[src/hdl/rtcs_defines.vh]
// Purpose: Shared constants of the serial real-time clock core
// Assumes: Included by bare name from the top design file only
// Notes: Definitions only
`ifndef RTCS_DEFINES_VH
`define RTCS_DEFINES_VH

// Register indices of the time and calendar bytes
`define RTCS_IDX_SEC 7'h00
`define RTCS_IDX_MIN 7'h01
`define RTCS_IDX_HOUR 7'h02
`define RTCS_IDX_DOW 7'h03
`define RTCS_IDX_DATE 7'h04
`define RTCS_IDX_MON 7'h05
`define RTCS_IDX_YEAR 7'h06
`define RTCS_NUM_TIME 7'h07

// Bits that exist in each register; the rest read zero
`define RTCS_MASK_SEC 8'h7f
`define RTCS_MASK_MIN 8'h7f
`define RTCS_MASK_HOUR 8'h7f
`define RTCS_MASK_DOW 8'h07
`define RTCS_MASK_DATE 8'h3f
`define RTCS_MASK_MON 8'h1f
`define RTCS_MASK_YEAR 8'hff

// Hours field positions
`define RTCS_HOUR_MODE_BIT 6
`define RTCS_HOUR_PM_BIT 5

// Address byte: write flag position
`define RTCS_ADDR_WR_BIT 7

// Oscillator division to one second
`define RTCS_OSC_HZ 32768
`define RTCS_PRESC_MAX 15'h7fff

// Write buffer shape
`define RTCS_FIFO_W 15
`define RTCS_FIFO_D 8
`define RTCS_FIFO_AW 3

`endif

[src/hdl/rtcs_fifo.v]
// Purpose: Small flip-flop FIFO with valid/ready on both sides
// Assumes: DEPTH is two to the power AW
// Notes: Full and empty come from an occupancy count
`timescale 1ns/100ps
module rtcs_fifo #(
    parameter W = 15,
    parameter DEPTH = 8,
    parameter AW = 3
) (
    // Clock and reset
    input wire clk,
    input wire sys_rst,
    // Fill side
    input wire in_valid,
    output wire in_ready,
    input wire [W-1:0] in_data,
    // Drain side
    output wire out_valid,
    input wire out_ready,
    output wire [W-1:0] out_data
);

reg [W-1:0] mem_reg [0:DEPTH-1];
reg [AW-1:0] wr_ptr_reg;
reg [AW-1:0] rd_ptr_reg;
reg [AW:0] count_reg;
wire push;
wire pop;

assign in_ready = (count_reg != DEPTH[AW:0]);
assign out_valid = (count_reg != {(AW+1){1'b0}});
assign out_data = mem_reg[rd_ptr_reg];
assign push = in_valid & in_ready;
assign pop = out_valid & out_ready;

always @(posedge clk) begin
    if (push) begin
        mem_reg[wr_ptr_reg] <= in_data;
    end
end

always @(posedge clk) begin
    if (sys_rst) begin
        wr_ptr_reg <= {AW{1'b0}};
        rd_ptr_reg <= {AW{1'b0}};
        count_reg <= {(AW+1){1'b0}};
    end else begin
        if (push) begin
            wr_ptr_reg <= wr_ptr_reg + 1'b1;
        end
        if (pop) begin
            rd_ptr_reg <= rd_ptr_reg + 1'b1;
        end
        if (push & ~pop) begin
            count_reg <= count_reg + 1'b1;
        end else if (pop & ~push) begin
            count_reg <= count_reg - 1'b1;
        end
    end
end

endmodule

[src/hdl/rtcs_sync.v]
// Purpose: Two-stage synchroniser for asynchronous levels
// Assumes: Inputs come from outside the clk domain
// Notes: Only the second stage may be read
`timescale 1ns/100ps
module rtcs_sync #(
    parameter W = 1
) (
    // Clock and reset
    input wire clk,
    input wire sys_rst,
    // Levels
    input wire [W-1:0] async_in,
    output wire [W-1:0] sync_out
);

reg [W-1:0] meta_reg;
reg [W-1:0] stable_reg;

always @(posedge clk) begin
    if (sys_rst) begin
        meta_reg <= {W{1'b0}};
        stable_reg <= {W{1'b0}};
    end else begin
        meta_reg <= async_in;
        stable_reg <= meta_reg;
    end
end

assign sync_out = stable_reg;

endmodule

[src/hdl/rtcs_top.v]
// Purpose: Timekeeping core and serial access of a real-time clock
// Assumes: All pins asynchronous to clk; sclk period well above 6 clk
// Notes: Bytes written go through a FIFO into the counters
// Overview of operation
// - Interface select low picks three-wire, high picks SPI framing.
// - Serial clock supplied by host times every data bit both ways.
// - Power-fail output low while primary supply below backup or battery.
// - Fixed-zero bit positions always read zero whatever was written.
// - Reserved register locations ignore writes and read zero.
// - Time and calendar held and counted in BCD, one digit per nibble.
// - Day of week advances once at the midnight hours rollover.
// - Time registers have no defined power-on value.
// - Counting continues while a serial write is in progress.
// - Writing seconds restarts the sub-second countdown chain.
// - Chip enable dropped mid-byte discards that byte.
// - Read transfer start copies all time counters into a buffer.
// - Buffer stays frozen for the burst while counters keep running.
// - Hours bit six selects 12-hour mode; bit five is PM or tens.
`timescale 1ns/100ps
`include "rtcs_defines.vh"
module rtcs_top (
    // Clock and reset
    input wire clk,
    input wire sys_rst,
    // Serial pins
    input wire interface_select,
    input wire ce,
    input wire sclk,
    input wire sdi,
    output wire sdo,
    output wire sdo_oe,
    // Time base
    input wire osc_clk,
    input wire oscillator_disable,
    // Supply comparators
    input wire primary_below_backup,
    input wire primary_below_battery,
    output wire power_fail_n,
    // Status
    output wire write_dropped
);

// Synchronised pins
wire [7:0] pin_s;
wire spi_s, ce_s, sclk_s, sdi_s, osc_s, osc_off_s, fail_s;

rtcs_sync #(
    .W(8)
) u_sync (
    .clk(clk),
    .sys_rst(sys_rst),
    .async_in({interface_select, ce, sclk, sdi, osc_clk,
        oscillator_disable, primary_below_backup,
        primary_below_battery}),
    .sync_out(pin_s)
);

assign spi_s = pin_s[7];
assign ce_s = pin_s[6];
assign sclk_s = pin_s[5];
assign sdi_s = pin_s[4];
assign osc_s = pin_s[3];
assign osc_off_s = pin_s[2];
assign fail_s = pin_s[1] | pin_s[0];

function [7:0] bit_rev;
    input [7:0] v;
    integer i;
    begin
        for (i = 0; i < 8; i = i + 1) begin
            bit_rev[i] = v[7-i];
        end
    end
endfunction

function [7:0] reg_mask;
    input [6:0] idx;
    begin
        case (idx)
            `RTCS_IDX_SEC: reg_mask = `RTCS_MASK_SEC;
            `RTCS_IDX_MIN: reg_mask = `RTCS_MASK_MIN;
            `RTCS_IDX_HOUR: reg_mask = `RTCS_MASK_HOUR;
            `RTCS_IDX_DOW: reg_mask = `RTCS_MASK_DOW;
            `RTCS_IDX_DATE: reg_mask = `RTCS_MASK_DATE;
            `RTCS_IDX_MON: reg_mask = `RTCS_MASK_MON;
            `RTCS_IDX_YEAR: reg_mask = `RTCS_MASK_YEAR;
            default: reg_mask = 8'h00;
        endcase
    end
endfunction

// BCD increment of a two-digit value
function [7:0] bcd_inc;
    input [7:0] v;
    begin
        if (v[3:0] == 4'h9) begin
            bcd_inc = {v[7:4] + 4'h1, 4'h0};
        end else begin
            bcd_inc = {v[7:4], v[3:0] + 4'h1};
        end
    end
endfunction

// Last day of month, BCD, leap years from BCD year
function [7:0] last_day;
    input [7:0] mon;
    input [7:0] yr;
    reg leap;
    begin
        leap = yr[4] ? (yr[3:0] == 4'h2 || yr[3:0] == 4'h6)
            : (yr[3:0] == 4'h0 || yr[3:0] == 4'h4 || yr[3:0] == 4'h8);
        case (mon)
            8'h02: last_day = leap ? 8'h29 : 8'h28;
            8'h04, 8'h06, 8'h09, 8'h11: last_day = 8'h30;
            default: last_day = 8'h31;
        endcase
    end
endfunction

// Live counters and read buffer
reg [7:0] tm_reg [0:6];
reg [7:0] shadow_reg [0:6];
reg [14:0] presc_reg;
reg osc_d_reg, sclk_d_reg;

// Serial engine state
localparam PH_ADDR = 1'b0;
localparam PH_DATA = 1'b1;
reg phase_reg, rd_reg, oe_reg, fail_n_reg, drop_reg;
reg [6:0] addr_reg;
reg [2:0] cnt_reg;
reg [7:0] rx_reg, tx_reg;

wire sclk_rise, osc_rise, tick, byte_done;
wire [7:0] rx_next, rx_byte, wr_val;
wire fifo_in_valid, fifo_in_ready, fifo_out_valid, fifo_out_ready;
wire [`RTCS_FIFO_W-1:0] fifo_out_data;
wire [6:0] wr_idx;

assign sclk_rise = ce_s & sclk_s & ~sclk_d_reg;
assign osc_rise = osc_s & ~osc_d_reg;
assign tick = osc_rise & ~osc_off_s & (presc_reg == `RTCS_PRESC_MAX);
assign rx_next = {rx_reg[6:0], sdi_s};
assign rx_byte = spi_s ? rx_next : bit_rev(rx_next);
assign byte_done = sclk_rise & (cnt_reg == 3'h7);

// Complete write bytes to live registers only; reserved ones dropped
assign fifo_in_valid = byte_done & (phase_reg == PH_DATA) & ~rd_reg
    & (addr_reg < `RTCS_NUM_TIME);

// Read byte selection: live copy at address time, buffer afterwards
reg [6:0] rd_idx;
reg [7:0] rd_byte;
always @* begin
    if (phase_reg == PH_DATA) begin
        rd_idx = addr_reg + 7'h01;
    end else begin
        rd_idx = rx_byte[6:0];
    end
    rd_byte = 8'h00;
    if (rd_idx < `RTCS_NUM_TIME) begin
        if (phase_reg == PH_DATA) begin
            rd_byte = shadow_reg[rd_idx[2:0]] & reg_mask(rd_idx);
        end else begin
            rd_byte = tm_reg[rd_idx[2:0]] & reg_mask(rd_idx);
        end
    end
end

always @(posedge clk) begin
    if (sys_rst) begin
        phase_reg <= PH_ADDR;
        rd_reg <= 1'b0;
        addr_reg <= 7'h00;
        cnt_reg <= 3'h0;
        rx_reg <= 8'h00;
        tx_reg <= 8'h00;
        oe_reg <= 1'b0;
        sclk_d_reg <= 1'b0;
        drop_reg <= 1'b0;
    end else begin
        sclk_d_reg <= sclk_s;
        drop_reg <= fifo_in_valid & ~fifo_in_ready;
        if (!ce_s) begin
            // Partial byte and transfer state forgotten
            phase_reg <= PH_ADDR;
            rd_reg <= 1'b0;
            cnt_reg <= 3'h0;
            oe_reg <= 1'b0;
        end else if (sclk_rise) begin
            rx_reg <= rx_next;
            cnt_reg <= cnt_reg + 3'h1;
            if (cnt_reg == 3'h7) begin
                if (phase_reg == PH_ADDR) begin
                    phase_reg <= PH_DATA;
                    addr_reg <= rx_byte[6:0];
                    rd_reg <= ~rx_byte[`RTCS_ADDR_WR_BIT];
                    oe_reg <= ~rx_byte[`RTCS_ADDR_WR_BIT];
                    tx_reg <= spi_s ? rd_byte : bit_rev(rd_byte);
                end else begin
                    addr_reg <= addr_reg + 7'h01;
                    tx_reg <= spi_s ? rd_byte : bit_rev(rd_byte);
                end
            end else if (phase_reg == PH_DATA && rd_reg) begin
                tx_reg <= {tx_reg[6:0], 1'b0};
            end
        end
    end
end

// Snapshot of the counters when a read address completes
integer s;
always @(posedge clk) begin
    if (byte_done && phase_reg == PH_ADDR
        && !rx_byte[`RTCS_ADDR_WR_BIT]) begin
        for (s = 0; s < 7; s = s + 1) begin
            shadow_reg[s] <= tm_reg[s];
        end
    end
end

// Pending writes wait while a tick is being applied
assign fifo_out_ready = ~tick;

rtcs_fifo #(
    .W(`RTCS_FIFO_W),
    .DEPTH(`RTCS_FIFO_D),
    .AW(`RTCS_FIFO_AW)
) u_fifo (
    .clk(clk),
    .sys_rst(sys_rst),
    .in_valid(fifo_in_valid),
    .in_ready(fifo_in_ready),
    .in_data({addr_reg, rx_byte}),
    .out_valid(fifo_out_valid),
    .out_ready(fifo_out_ready),
    .out_data(fifo_out_data)
);

assign wr_idx = fifo_out_data[14:8];
assign wr_val = fifo_out_data[7:0] & reg_mask(wr_idx);

// Next values of the counting cascade
reg [7:0] sec_next, min_next, hour_next, dow_next;
reg [7:0] date_next, mon_next, year_next, hr12_inc, hr24_inc;
reg c_sec, c_min, c_day, c_mon;
always @* begin
    hr12_inc = bcd_inc({3'h0, tm_reg[2][4:0]});
    hr24_inc = bcd_inc({2'h0, tm_reg[2][5:0]});
    c_sec = (tm_reg[0] == 8'h59);
    sec_next = c_sec ? 8'h00 : bcd_inc(tm_reg[0]);
    c_min = (tm_reg[1] == 8'h59);
    min_next = c_min ? 8'h00 : bcd_inc(tm_reg[1]);
    hour_next = tm_reg[2];
    c_day = 1'b0;
    if (tm_reg[2][`RTCS_HOUR_MODE_BIT]) begin
        // Twelve-hour: 11 -> 12 flips PM, 11 PM -> 12 AM is midnight
        if (tm_reg[2][4:0] == 5'h12) begin
            hour_next[4:0] = 5'h01;
        end else if (tm_reg[2][4:0] == 5'h11) begin
            hour_next[4:0] = 5'h12;
            hour_next[`RTCS_HOUR_PM_BIT] = ~tm_reg[2][`RTCS_HOUR_PM_BIT];
            c_day = tm_reg[2][`RTCS_HOUR_PM_BIT];
        end else begin
            hour_next[4:0] = hr12_inc[4:0];
        end
    end else if (tm_reg[2][5:0] == 6'h23) begin
        hour_next[5:0] = 6'h00;
        c_day = 1'b1;
    end else begin
        hour_next[5:0] = hr24_inc[5:0];
    end
    dow_next = (tm_reg[3] == 8'h07) ? 8'h01 : tm_reg[3] + 8'h01;
    c_mon = (tm_reg[4] == last_day(tm_reg[5], tm_reg[6]));
    date_next = c_mon ? 8'h01 : bcd_inc(tm_reg[4]);
    mon_next = (tm_reg[5] == 8'h12) ? 8'h01 : bcd_inc(tm_reg[5]);
    year_next = (tm_reg[6] == 8'h99) ? 8'h00 : bcd_inc(tm_reg[6]);
end

// Counters are left unreset: their power-on value is undefined
always @(posedge clk) begin
    if (tick) begin
        tm_reg[0] <= sec_next;
        if (c_sec) begin
            tm_reg[1] <= min_next;
            if (c_min) begin
                tm_reg[2] <= hour_next;
                if (c_day) begin
                    tm_reg[3] <= dow_next;
                    tm_reg[4] <= date_next;
                    if (c_mon) begin
                        tm_reg[5] <= mon_next;
                        if (tm_reg[5] == 8'h12) begin
                            tm_reg[6] <= year_next;
                        end
                    end
                end
            end
        end
    end else if (fifo_out_valid) begin
        tm_reg[wr_idx[2:0]] <= wr_val;
    end
end

// Prescaler and supply status
always @(posedge clk) begin
    if (sys_rst) begin
        presc_reg <= 15'h0000;
        osc_d_reg <= 1'b0;
        fail_n_reg <= 1'b1;
    end else begin
        osc_d_reg <= osc_s;
        fail_n_reg <= ~fail_s;
        if (!tick && fifo_out_valid && wr_idx == `RTCS_IDX_SEC) begin
            presc_reg <= 15'h0000;
        end else if (osc_rise && !osc_off_s) begin
            presc_reg <= presc_reg + 15'h0001;
        end
    end
end

assign sdo = tx_reg[7];
assign sdo_oe = oe_reg;
assign power_fail_n = fail_n_reg;
assign write_dropped = drop_reg;

endmodule

[config.mk]
export PLATFORM = sky130hd
export DESIGN_NAME = rtcs_top
export DESIGN_NICKNAME = d
export VERILOG_FILES = /design/src/hdl/rtcs_fifo.v /design/src/hdl/rtcs_sync.v /design/src/hdl/rtcs_top.v
export VERILOG_INCLUDE_DIRS = /design/src /design/src/hdl
export SDC_FILE = /design/constraint.sdc
export NUM_CORES = 1
export LEC_CHECK = 0
export BUFFER_PORTS_ARGS = -buffer_cell sky130_fd_sc_hd__buf_2
export CORE_MARGIN = 3
export CORE_UTILIZATION = 57
export CTS_BUF_LIST = sky130_fd_sc_hd__clkbuf_16
export CTS_CLUSTER_DIAMETER = 80
export DETAILED_ROUTE_END_ITERATION = 7
export PLACE_DENSITY = 0.82
export SYNTH_ARGS = -nofsm -noshare
export SYNTH_HDL_FRONTEND = slang
export SYNTH_SLANG_ARGS = --single-unit
[constraint.sdc]
create_clock -name clk -period 3.2 [get_ports clk]
set_clock_uncertainty 0.05 [all_clocks]
set_input_delay 0.64 -clock clk [delete_from_list [all_inputs] [get_ports clk]]
set_output_delay 0.64 -clock clk [all_outputs]
set_load 0.02 [all_outputs]
==> results of run 1 <==
==> power by group through the flow <==
stage | logic [mW] | clock network [mW] | registers (mW)
after detailed placement | 2.34 | 0 | 5.05
after floorplan | 1.56 | 0 | 4.93
after CTS | 2.38 | 3.98 | 4.97
after global routing | 2.62 | 4.15 | 5.01
final | 2.42 | 3.95 | 4.98
after global placement | 2.27 | 0 | 5.03
==> cells by family (layout without fill, tap and decap cells) <==
family | after synthesis | count (layout)
simple gates | 365 | 365
fa+ha+maj | 28 | 28
compound gates | 187 | 187
flops | 307 | 307
mux | 87 | 87
buf+inv | 82 | 184
xor+xnor | 51 | 51
==> critical path, stage by stage, from the launching register on <==
cell	delay (ns)
edfxtp_1	0.38
inv_1	0.07
ha_1	0.16
nand2_1	0.10
or2_2	0.36
nor4_4	0.29
nand4_2	0.20
or3_4	0.40
or3_4	0.40
o21ai_0	0.17
buf_4	0.16
==> through the flow <==
| stage | instance area (sq um) | std cells | worst slack [ns] | util (%) |
|---|---|---|---|---|
| 2_1_floorplan | 14000 | 1107 | 0.0773 | - |
| 3_3_place_gp | 14800 | 1469 | 0.180 | 62.5 |
| 3_5_place_dp | 14800 | 1469 | 0.108 | 62.5 |
| 4_1_cts | 16000 | 1528 | 0.0715 | 67.3 |
| 5_1_grt | 16000 | 1528 | 0.0380 | 67.5 |
| 6_report | 16000 | 1528 | 0.188 | 67.5 |
==> final timing paths <==
kind,end,depth (start not counted),start,slack [ns]
max,tm_reg[6][5]$_DFFE_PP_,10,tm_reg[0][1]$_DFFE_PP_,0.19
min,u_sync.meta_reg[1]$_SDFF_PP0_,2,primary_below_backup,0.28
max reg2reg,tm_reg[6][5]$_DFFE_PP_,10,tm_reg[0][1]$_DFFE_PP_,0.19
min reg2reg,power_fail_n$_SDFF_PP1_,1,u_sync.sync_out[1]$_SDFF_PP0_,0.36
==> layer usage <==
metal / global-route usage (%) / wire [microns]
met1: 35.6 / 13500
met2: 42.4 / 16200
met3: 4.93 / 3300
met4: 8.84 / 1250
met5: 0 / 0
==> cell usage in the layout, fill, tap and decap left out, types with 19 or more instances in the layout <==
master     instances
edfxtp_1         232
nand2_1          105
nor2_1            91
buf_4             77
dfxtp_1           73
a21oi_1           58
nand3_1           43
clkbuf_16         38
mux2i_1           37
o21ai_0           37
inv_1             36
mux4_2            30
xor2_1            29
ha_1              26
nor2b_1           24
xnor2_1           22
mux2_2            20
nor3_1            19
==> repair_timing <==
action	in CTS	in global routing
buffers inserted	0	0
hold endpoints to repair	0	0
endpoints found under the setup margin	0	14
gates resized for setup	0	9
==> final cells by class <==
cell class,instances,share of cell area [%]
Timing Repair Buffer,92,4.26
Multi-Input combinational cell,718,32.5
Tap cell,319,2.49
Clock inverter,21,1.22
Inverter,33,0.773
Clock buffer,38,5.93
Sequential cell,307,52.8
==> impl_metrics.env, run 1 <==
export IMPL_syn_area_per_cell_sq_um=12.6
export IMPL_floorplan_initialDensity_pct=58.7
export IMPL_cts_buffers=34
export IMPL_port_buffers=13
export IMPL_synth_ff_type="edfxtp_1"
export IMPL_p_leak_nw=5.76
export IMPL_irDropWorstVdd_mv=0.506
export IMPL_rsz0062_at_grt="false"
export IMPL_grt_max_degree=51
export IMPL_cts_max_level=2
export IMPL_final_hold_violation_count=0
export IMPL_pwr_share_clk_pct=34.8
export IMPL_synth_common_cells="edfxtp_1 (232), nand2_1 (105), nor2_1 (91), dfxtp_1 (75), a21oi_1 (58)"
export IMPL_fp_dieW_microns=162
export IMPL_setup_viol=0
export IMPL_syn_num_nets=1145
export IMPL_area_delta_synth_final_pct=14.9
export IMPL_ys_async_sr_fraction_pct=0
export IMPL_synthSimpleGateAreaFrac_pct=13.1
export IMPL_arrival_ns=3.20
export IMPL_hold_class="in2reg"
export IMPL_routabilityCongestion=0.963
export IMPL_synthMostInstantiatedCell="edfxtp_1"
export IMPL_synth_compound_area_share_pct=9.01
export IMPL_status="finished, final reports clean"
export IMPL_crit_type="reg2reg"
export IMPL_num_io_pins=14
export IMPL_p_switching_mw=3.30
export IMPL_synth_seq_cells=307
export IMPL_antenna_left=0
export IMPL_holdWs_ns=0.279
export IMPL_synth_edf_count=232
export IMPL_drc=0
export IMPL_syn_cell_area_sq_um=13900
export IMPL_synth_mux_area_fraction_pct=9.11
export IMPL_worst_pin_slew_ns=1.09
export IMPL_synthAdderAreaFrac_pct=2.57
export IMPL_synth_distinct_cells=78
export IMPL_synth_area_top_cells="edfxtp_1 (50%), dfxtp_1 (11%), mux4_2 (4.8%)"
export IMPL_drv_cap=0
export IMPL_die_h_microns=162
export IMPL_path_clk_slew_ns=0.06
export IMPL_synth_xor_area_share_pct=3.20
export IMPL_slew_headroom_pct=26.5
export IMPL_nets=1224
export IMPL_die_area_sq_um=26400
export IMPL_drt_iter0_drc=1282
export IMPL_ys_seq_area_share_pct=60.7
export IMPL_routed_wl_mm=34.2
export IMPL_vias=9636
export IMPL_pwr_share_comb_pct=21.4
export IMPL_root_buffer="clkbuf_16"
export IMPL_setup_tns_ns=0
export IMPL_dr_pass1_iters=8
export IMPL_multi_input_area_sq_um=5210
export IMPL_max_freq_mhz=332
export IMPL_worstPathRequired_ns=3.39
export IMPL_clockBufferDepth=3
export IMPL_dp_hpwl_mm=23.2
export IMPL_insertion_delay_ns=0.52
export IMPL_cell_internal_pwr_mw=8.06
export IMPL_switching_share_pct=29.1
export IMPL_antenna_found_initial=0
export IMPL_overflow=0
export IMPL_grt_usage_pct=26.0
export IMPL_seq_area_sq_um=8470
export IMPL_total_power_mw=11.4
export IMPL_fin_crit_sh_pct=94.1
export IMPL_synthDominantCellAreaShare_pct=49.9
export IMPL_slew_violations=0
export IMPL_largest_reg_flops=120
export IMPL_drt_wirelength_per_cell_microns=22.4
export IMPL_nFillCells=1626
export IMPL_period_minus_slack_ns=3.01
export IMPL_rows=56
export IMPL_critical_path_endpoint_type="register"
export IMPL_power_density_nw_per_um2=708
export IMPL_cts_tree="built"
export IMPL_clock_sinks=307
export IMPL_pwr_share_seq_pct=43.8
export IMPL_yosysTopAreaCell="edfxtp_1"
export IMPL_grt_pass1_wl_mm=53.0
export IMPL_worstSetupStartpointType="register"
export IMPL_core_sq_um=23800
export IMPL_synth_warning_count=0
export IMPL_synth_cells=1107
export IMPL_holdBufCountCts=0
export IMPL_antenna_diode_count=0
export IMPL_grt_pass1_vias=9328
export IMPL_cp_max_fo=8
export IMPL_synth_top_family_by_area="simple AND/OR/NAND/NOR gates"
export IMPL_drive_gt1_share_pct=18.2
export IMPL_avgViaCountPerCell=6.31
No activity file was read; power rests on OpenSTA's default activity.
==> run 2, diff against run 1 <==
--- a/config.mk
+++ b/config.mk
@@ -6,13 +6,16 @@
 export SDC_FILE = /design/constraint.sdc
 export NUM_CORES = 1
 export LEC_CHECK = 0
+export ABC_AREA = 0
 export BUFFER_PORTS_ARGS = -buffer_cell sky130_fd_sc_hd__buf_2
+export CELL_PAD_IN_SITES_DETAIL_PLACEMENT = 0
+export CELL_PAD_IN_SITES_GLOBAL_PLACEMENT = 1
 export CORE_MARGIN = 3
-export CORE_UTILIZATION = 57
+export CORE_UTILIZATION = 47
 export CTS_BUF_LIST = sky130_fd_sc_hd__clkbuf_16
 export CTS_CLUSTER_DIAMETER = 80
 export DETAILED_ROUTE_END_ITERATION = 7
-export PLACE_DENSITY = 0.82
+export PLACE_DENSITY = 0.81
 export SYNTH_ARGS = -nofsm -noshare
 export SYNTH_HDL_FRONTEND = slang
 export SYNTH_SLANG_ARGS = --single-unit
==> run 2 against run 1 <==
Combinational power about the same. Global-route usage decreased by 4.3 points. Critical path type unchanged. First-iteration DRC count down 30%. Non-clock buffer count up 1. Cell count rose by 4.2%. Largest power group unchanged. Total power is 3.0% lower. Via count decreased by 3.8%. Sequential share of layout area grew 0.20 points. Worst setup slack improved by 0.047 ns. Core utilization down 12 points.
==> impl_metrics.env, run 2 (synthesized netlist as in run 1, its figures left out) <==
export IMPL_crit_type="reg2reg"
export IMPL_worstPathRequired_ns=3.42
export IMPL_antenna_diode_count=0
export IMPL_power_density_nw_per_um2=690
export IMPL_hold_class="in2reg"
export IMPL_mostFrequentLayoutCells="edfxtp_1 (232), nand2_1 (105), nor2_1 (91), buf_4 (79), dfxtp_1 (75)"
export IMPL_clockBufferDepth=3
export IMPL_slew_violations=0
export IMPL_grt_pass1_vias=9078
export IMPL_drt_iter0_drc=891
export IMPL_max_freq_mhz=337
export IMPL_p_leak_nw=5.69
export IMPL_drive_gt1_share_pct=18.0
export IMPL_worstPathCellList="inv_1, ha_1, nand2_1, or2_2, nor4_4, nand4_2, or3_4, or3_1, o21ai_0, buf_4"
export IMPL_routed_wl_mm=33.7
export IMPL_path_clk_slew_ns=0.06
export IMPL_reg2reg_to="tm_reg[6][5]$_DFFE_PP_"
export IMPL_slew_headroom_pct=56.1
export IMPL_critical_path_depth=10
export IMPL_arrival_ns=3.18
export IMPL_antenna_found_initial=0
export IMPL_drt_wirelength_per_cell_microns=21.2
export IMPL_rows=62
export IMPL_irDropWorstVdd_mv=0.431
export IMPL_setup_viol=0
export IMPL_insertion_delay_ns=0.56
export IMPL_port_buffers=13
export IMPL_r2r_cells=10
export IMPL_cp_top_family="simple AND/OR/NAND/NOR gates"
export IMPL_drv_cap=0
export IMPL_routabilityCongestion=0.928
export IMPL_cp_slowest_cell="or3_1"
export IMPL_drc=0
export IMPL_final_hold_violation_count=0
export IMPL_dr_pass1_iters=7
export IMPL_hold_path_startpoint="primary_below_backup"
export IMPL_root_buffer="clkbuf_16"
export IMPL_area_delta_synth_final_pct=14.5
export IMPL_rrSetupSlack_ns=0.23
export IMPL_grt_max_degree=51
export IMPL_nets=1222
export IMPL_die_h_microns=178
export IMPL_vias=9273
export IMPL_num_io_pins=14
export IMPL_dp_hpwl_mm=24.0
export IMPL_fp_dieW_microns=178
export IMPL_worst_pin_slew_ns=0.652
export IMPL_setup_tns_ns=0
export IMPL_critical_path_endpoint_type="register"
export IMPL_whs_path_depth=2
export IMPL_cp_max_fo=8
export IMPL_overflow=0
export IMPL_cts_buffers=31
export IMPL_die_area_sq_um=31800
export IMPL_cp_startpoint="tm_reg[0][1]$_DFFE_PP_"
export IMPL_path_buf_inv=2
export IMPL_holdBufCountCts=0
export IMPL_avgViaCountPerCell=5.82
export IMPL_worstSetupStartpointType="register"
export IMPL_cts_tree="built"
export IMPL_period_minus_slack_ns=2.97
export IMPL_r2r_start="tm_reg[0][1]$_DFFE_PP_"
export IMPL_placed_cells=1535
export IMPL_grt_usage_pct=21.8
export IMPL_status="finished, final reports clean"
export IMPL_fin_crit_sh_pct=92.7
export IMPL_hold_end="u_sync.meta_reg[1]$_SDFF_PP0_"
export IMPL_fin_cells=1592
export IMPL_final_common_cell="edfxtp_1"
export IMPL_clock_sinks=307
export IMPL_cts_max_level=1
export IMPL_rsz0062_at_grt="false"
export IMPL_grt_pass1_wl_mm=52.8
export IMPL_core_sq_um=29000
export IMPL_largest_reg_flops=120
export IMPL_antenna_left=0
export IMPL_cp_slowest_stage_delay_ns=0.47
export IMPL_floorplan_initialDensity_pct=48.1
[run 2: changes by cell type in the layout (fill, tap and decap cells not counted), sizes merged]
cell / delta
clkbuf: -5
clkinv: +2
buf: +1
bufinv: +1
clkinvlp: +1
inv: -1
[run 2: metal layers]
layer,up-vias,track usage (%),share of wire (%)
met3,83,5.60,9.2
met2,369,34.9,46
met5,-,0,0
li1,4307,-,-
met1,4514,29.3,41
met4,0,6.85,3.6
[run 2: worst max path at each step]
| stage | endpoint |
|---|---|
| after floorplan | u_fifo.count_reg[3]$_SDFFE_PP0P_ |
| after global placement | tm_reg[6][4]$_DFFE_PP_ |
| after detailed placement | tm_reg[6][7]$_DFFE_PP_ |
| after CTS | tm_reg[6][5]$_DFFE_PP_ |
| after global routing | tm_reg[6][7]$_DFFE_PP_ |
| final | tm_reg[6][5]$_DFFE_PP_ |
[run 2: power breakdown]
group / switching (mW) / total, mW / leakage (nW) / internal, mW
combinational: 1.41 / 2.40 / 2.41 / 0.992
clock: 1.48 / 3.65 / 0.535 / 2.17
sequential: 0.291 / 4.96 / 2.75 / 4.67
[run 2: worst register-to-register path, cell delays in order (launching register included)]
cell	delay, ns
edfxtp_1	0.39
inv_1	0.07
ha_1	0.15
nand2_1	0.08
or2_2	0.31
nor4_4	0.24
nand4_2	0.18
or3_4	0.38
or3_1	0.47
o21ai_0	0.20
buf_4	0.16
[run 2: cell type report]
class | count | area [sq um]
clock buffers | 33 | 826
clock inverters | 24 | 216
fillers | 2436 | 13000
inverters | 33 | 124
multi-input cells | 718 | 5170
flip-flops and latches | 307 | 8470
well taps | 384 | 480
repair buffers | 93 | 678
[run 2: timing repair]
item / CTS / global route
gates resized for setup: 0 / 1
setup endpoints to repair: 0 / 1
buffers inserted: 0 / 0
[run 2: stage by stage]
stage          instance area, sq um  hold slack [ns]  setup slack [ns]  util [%]  power (mW)
3_5_place_dp                  14900            0.351             0.236      51.4        7.41
3_3_place_gp                  14900            0.341             0.284      51.4        7.37
4_1_cts                       16000            0.232             0.221      55.0        11.1
6_report                      16000            0.251             0.235      55.0        11.0
2_1_floorplan                 14000            0.334            0.0773         -        6.49
5_1_grt                       16000            0.244           0.00832      55.0        11.5
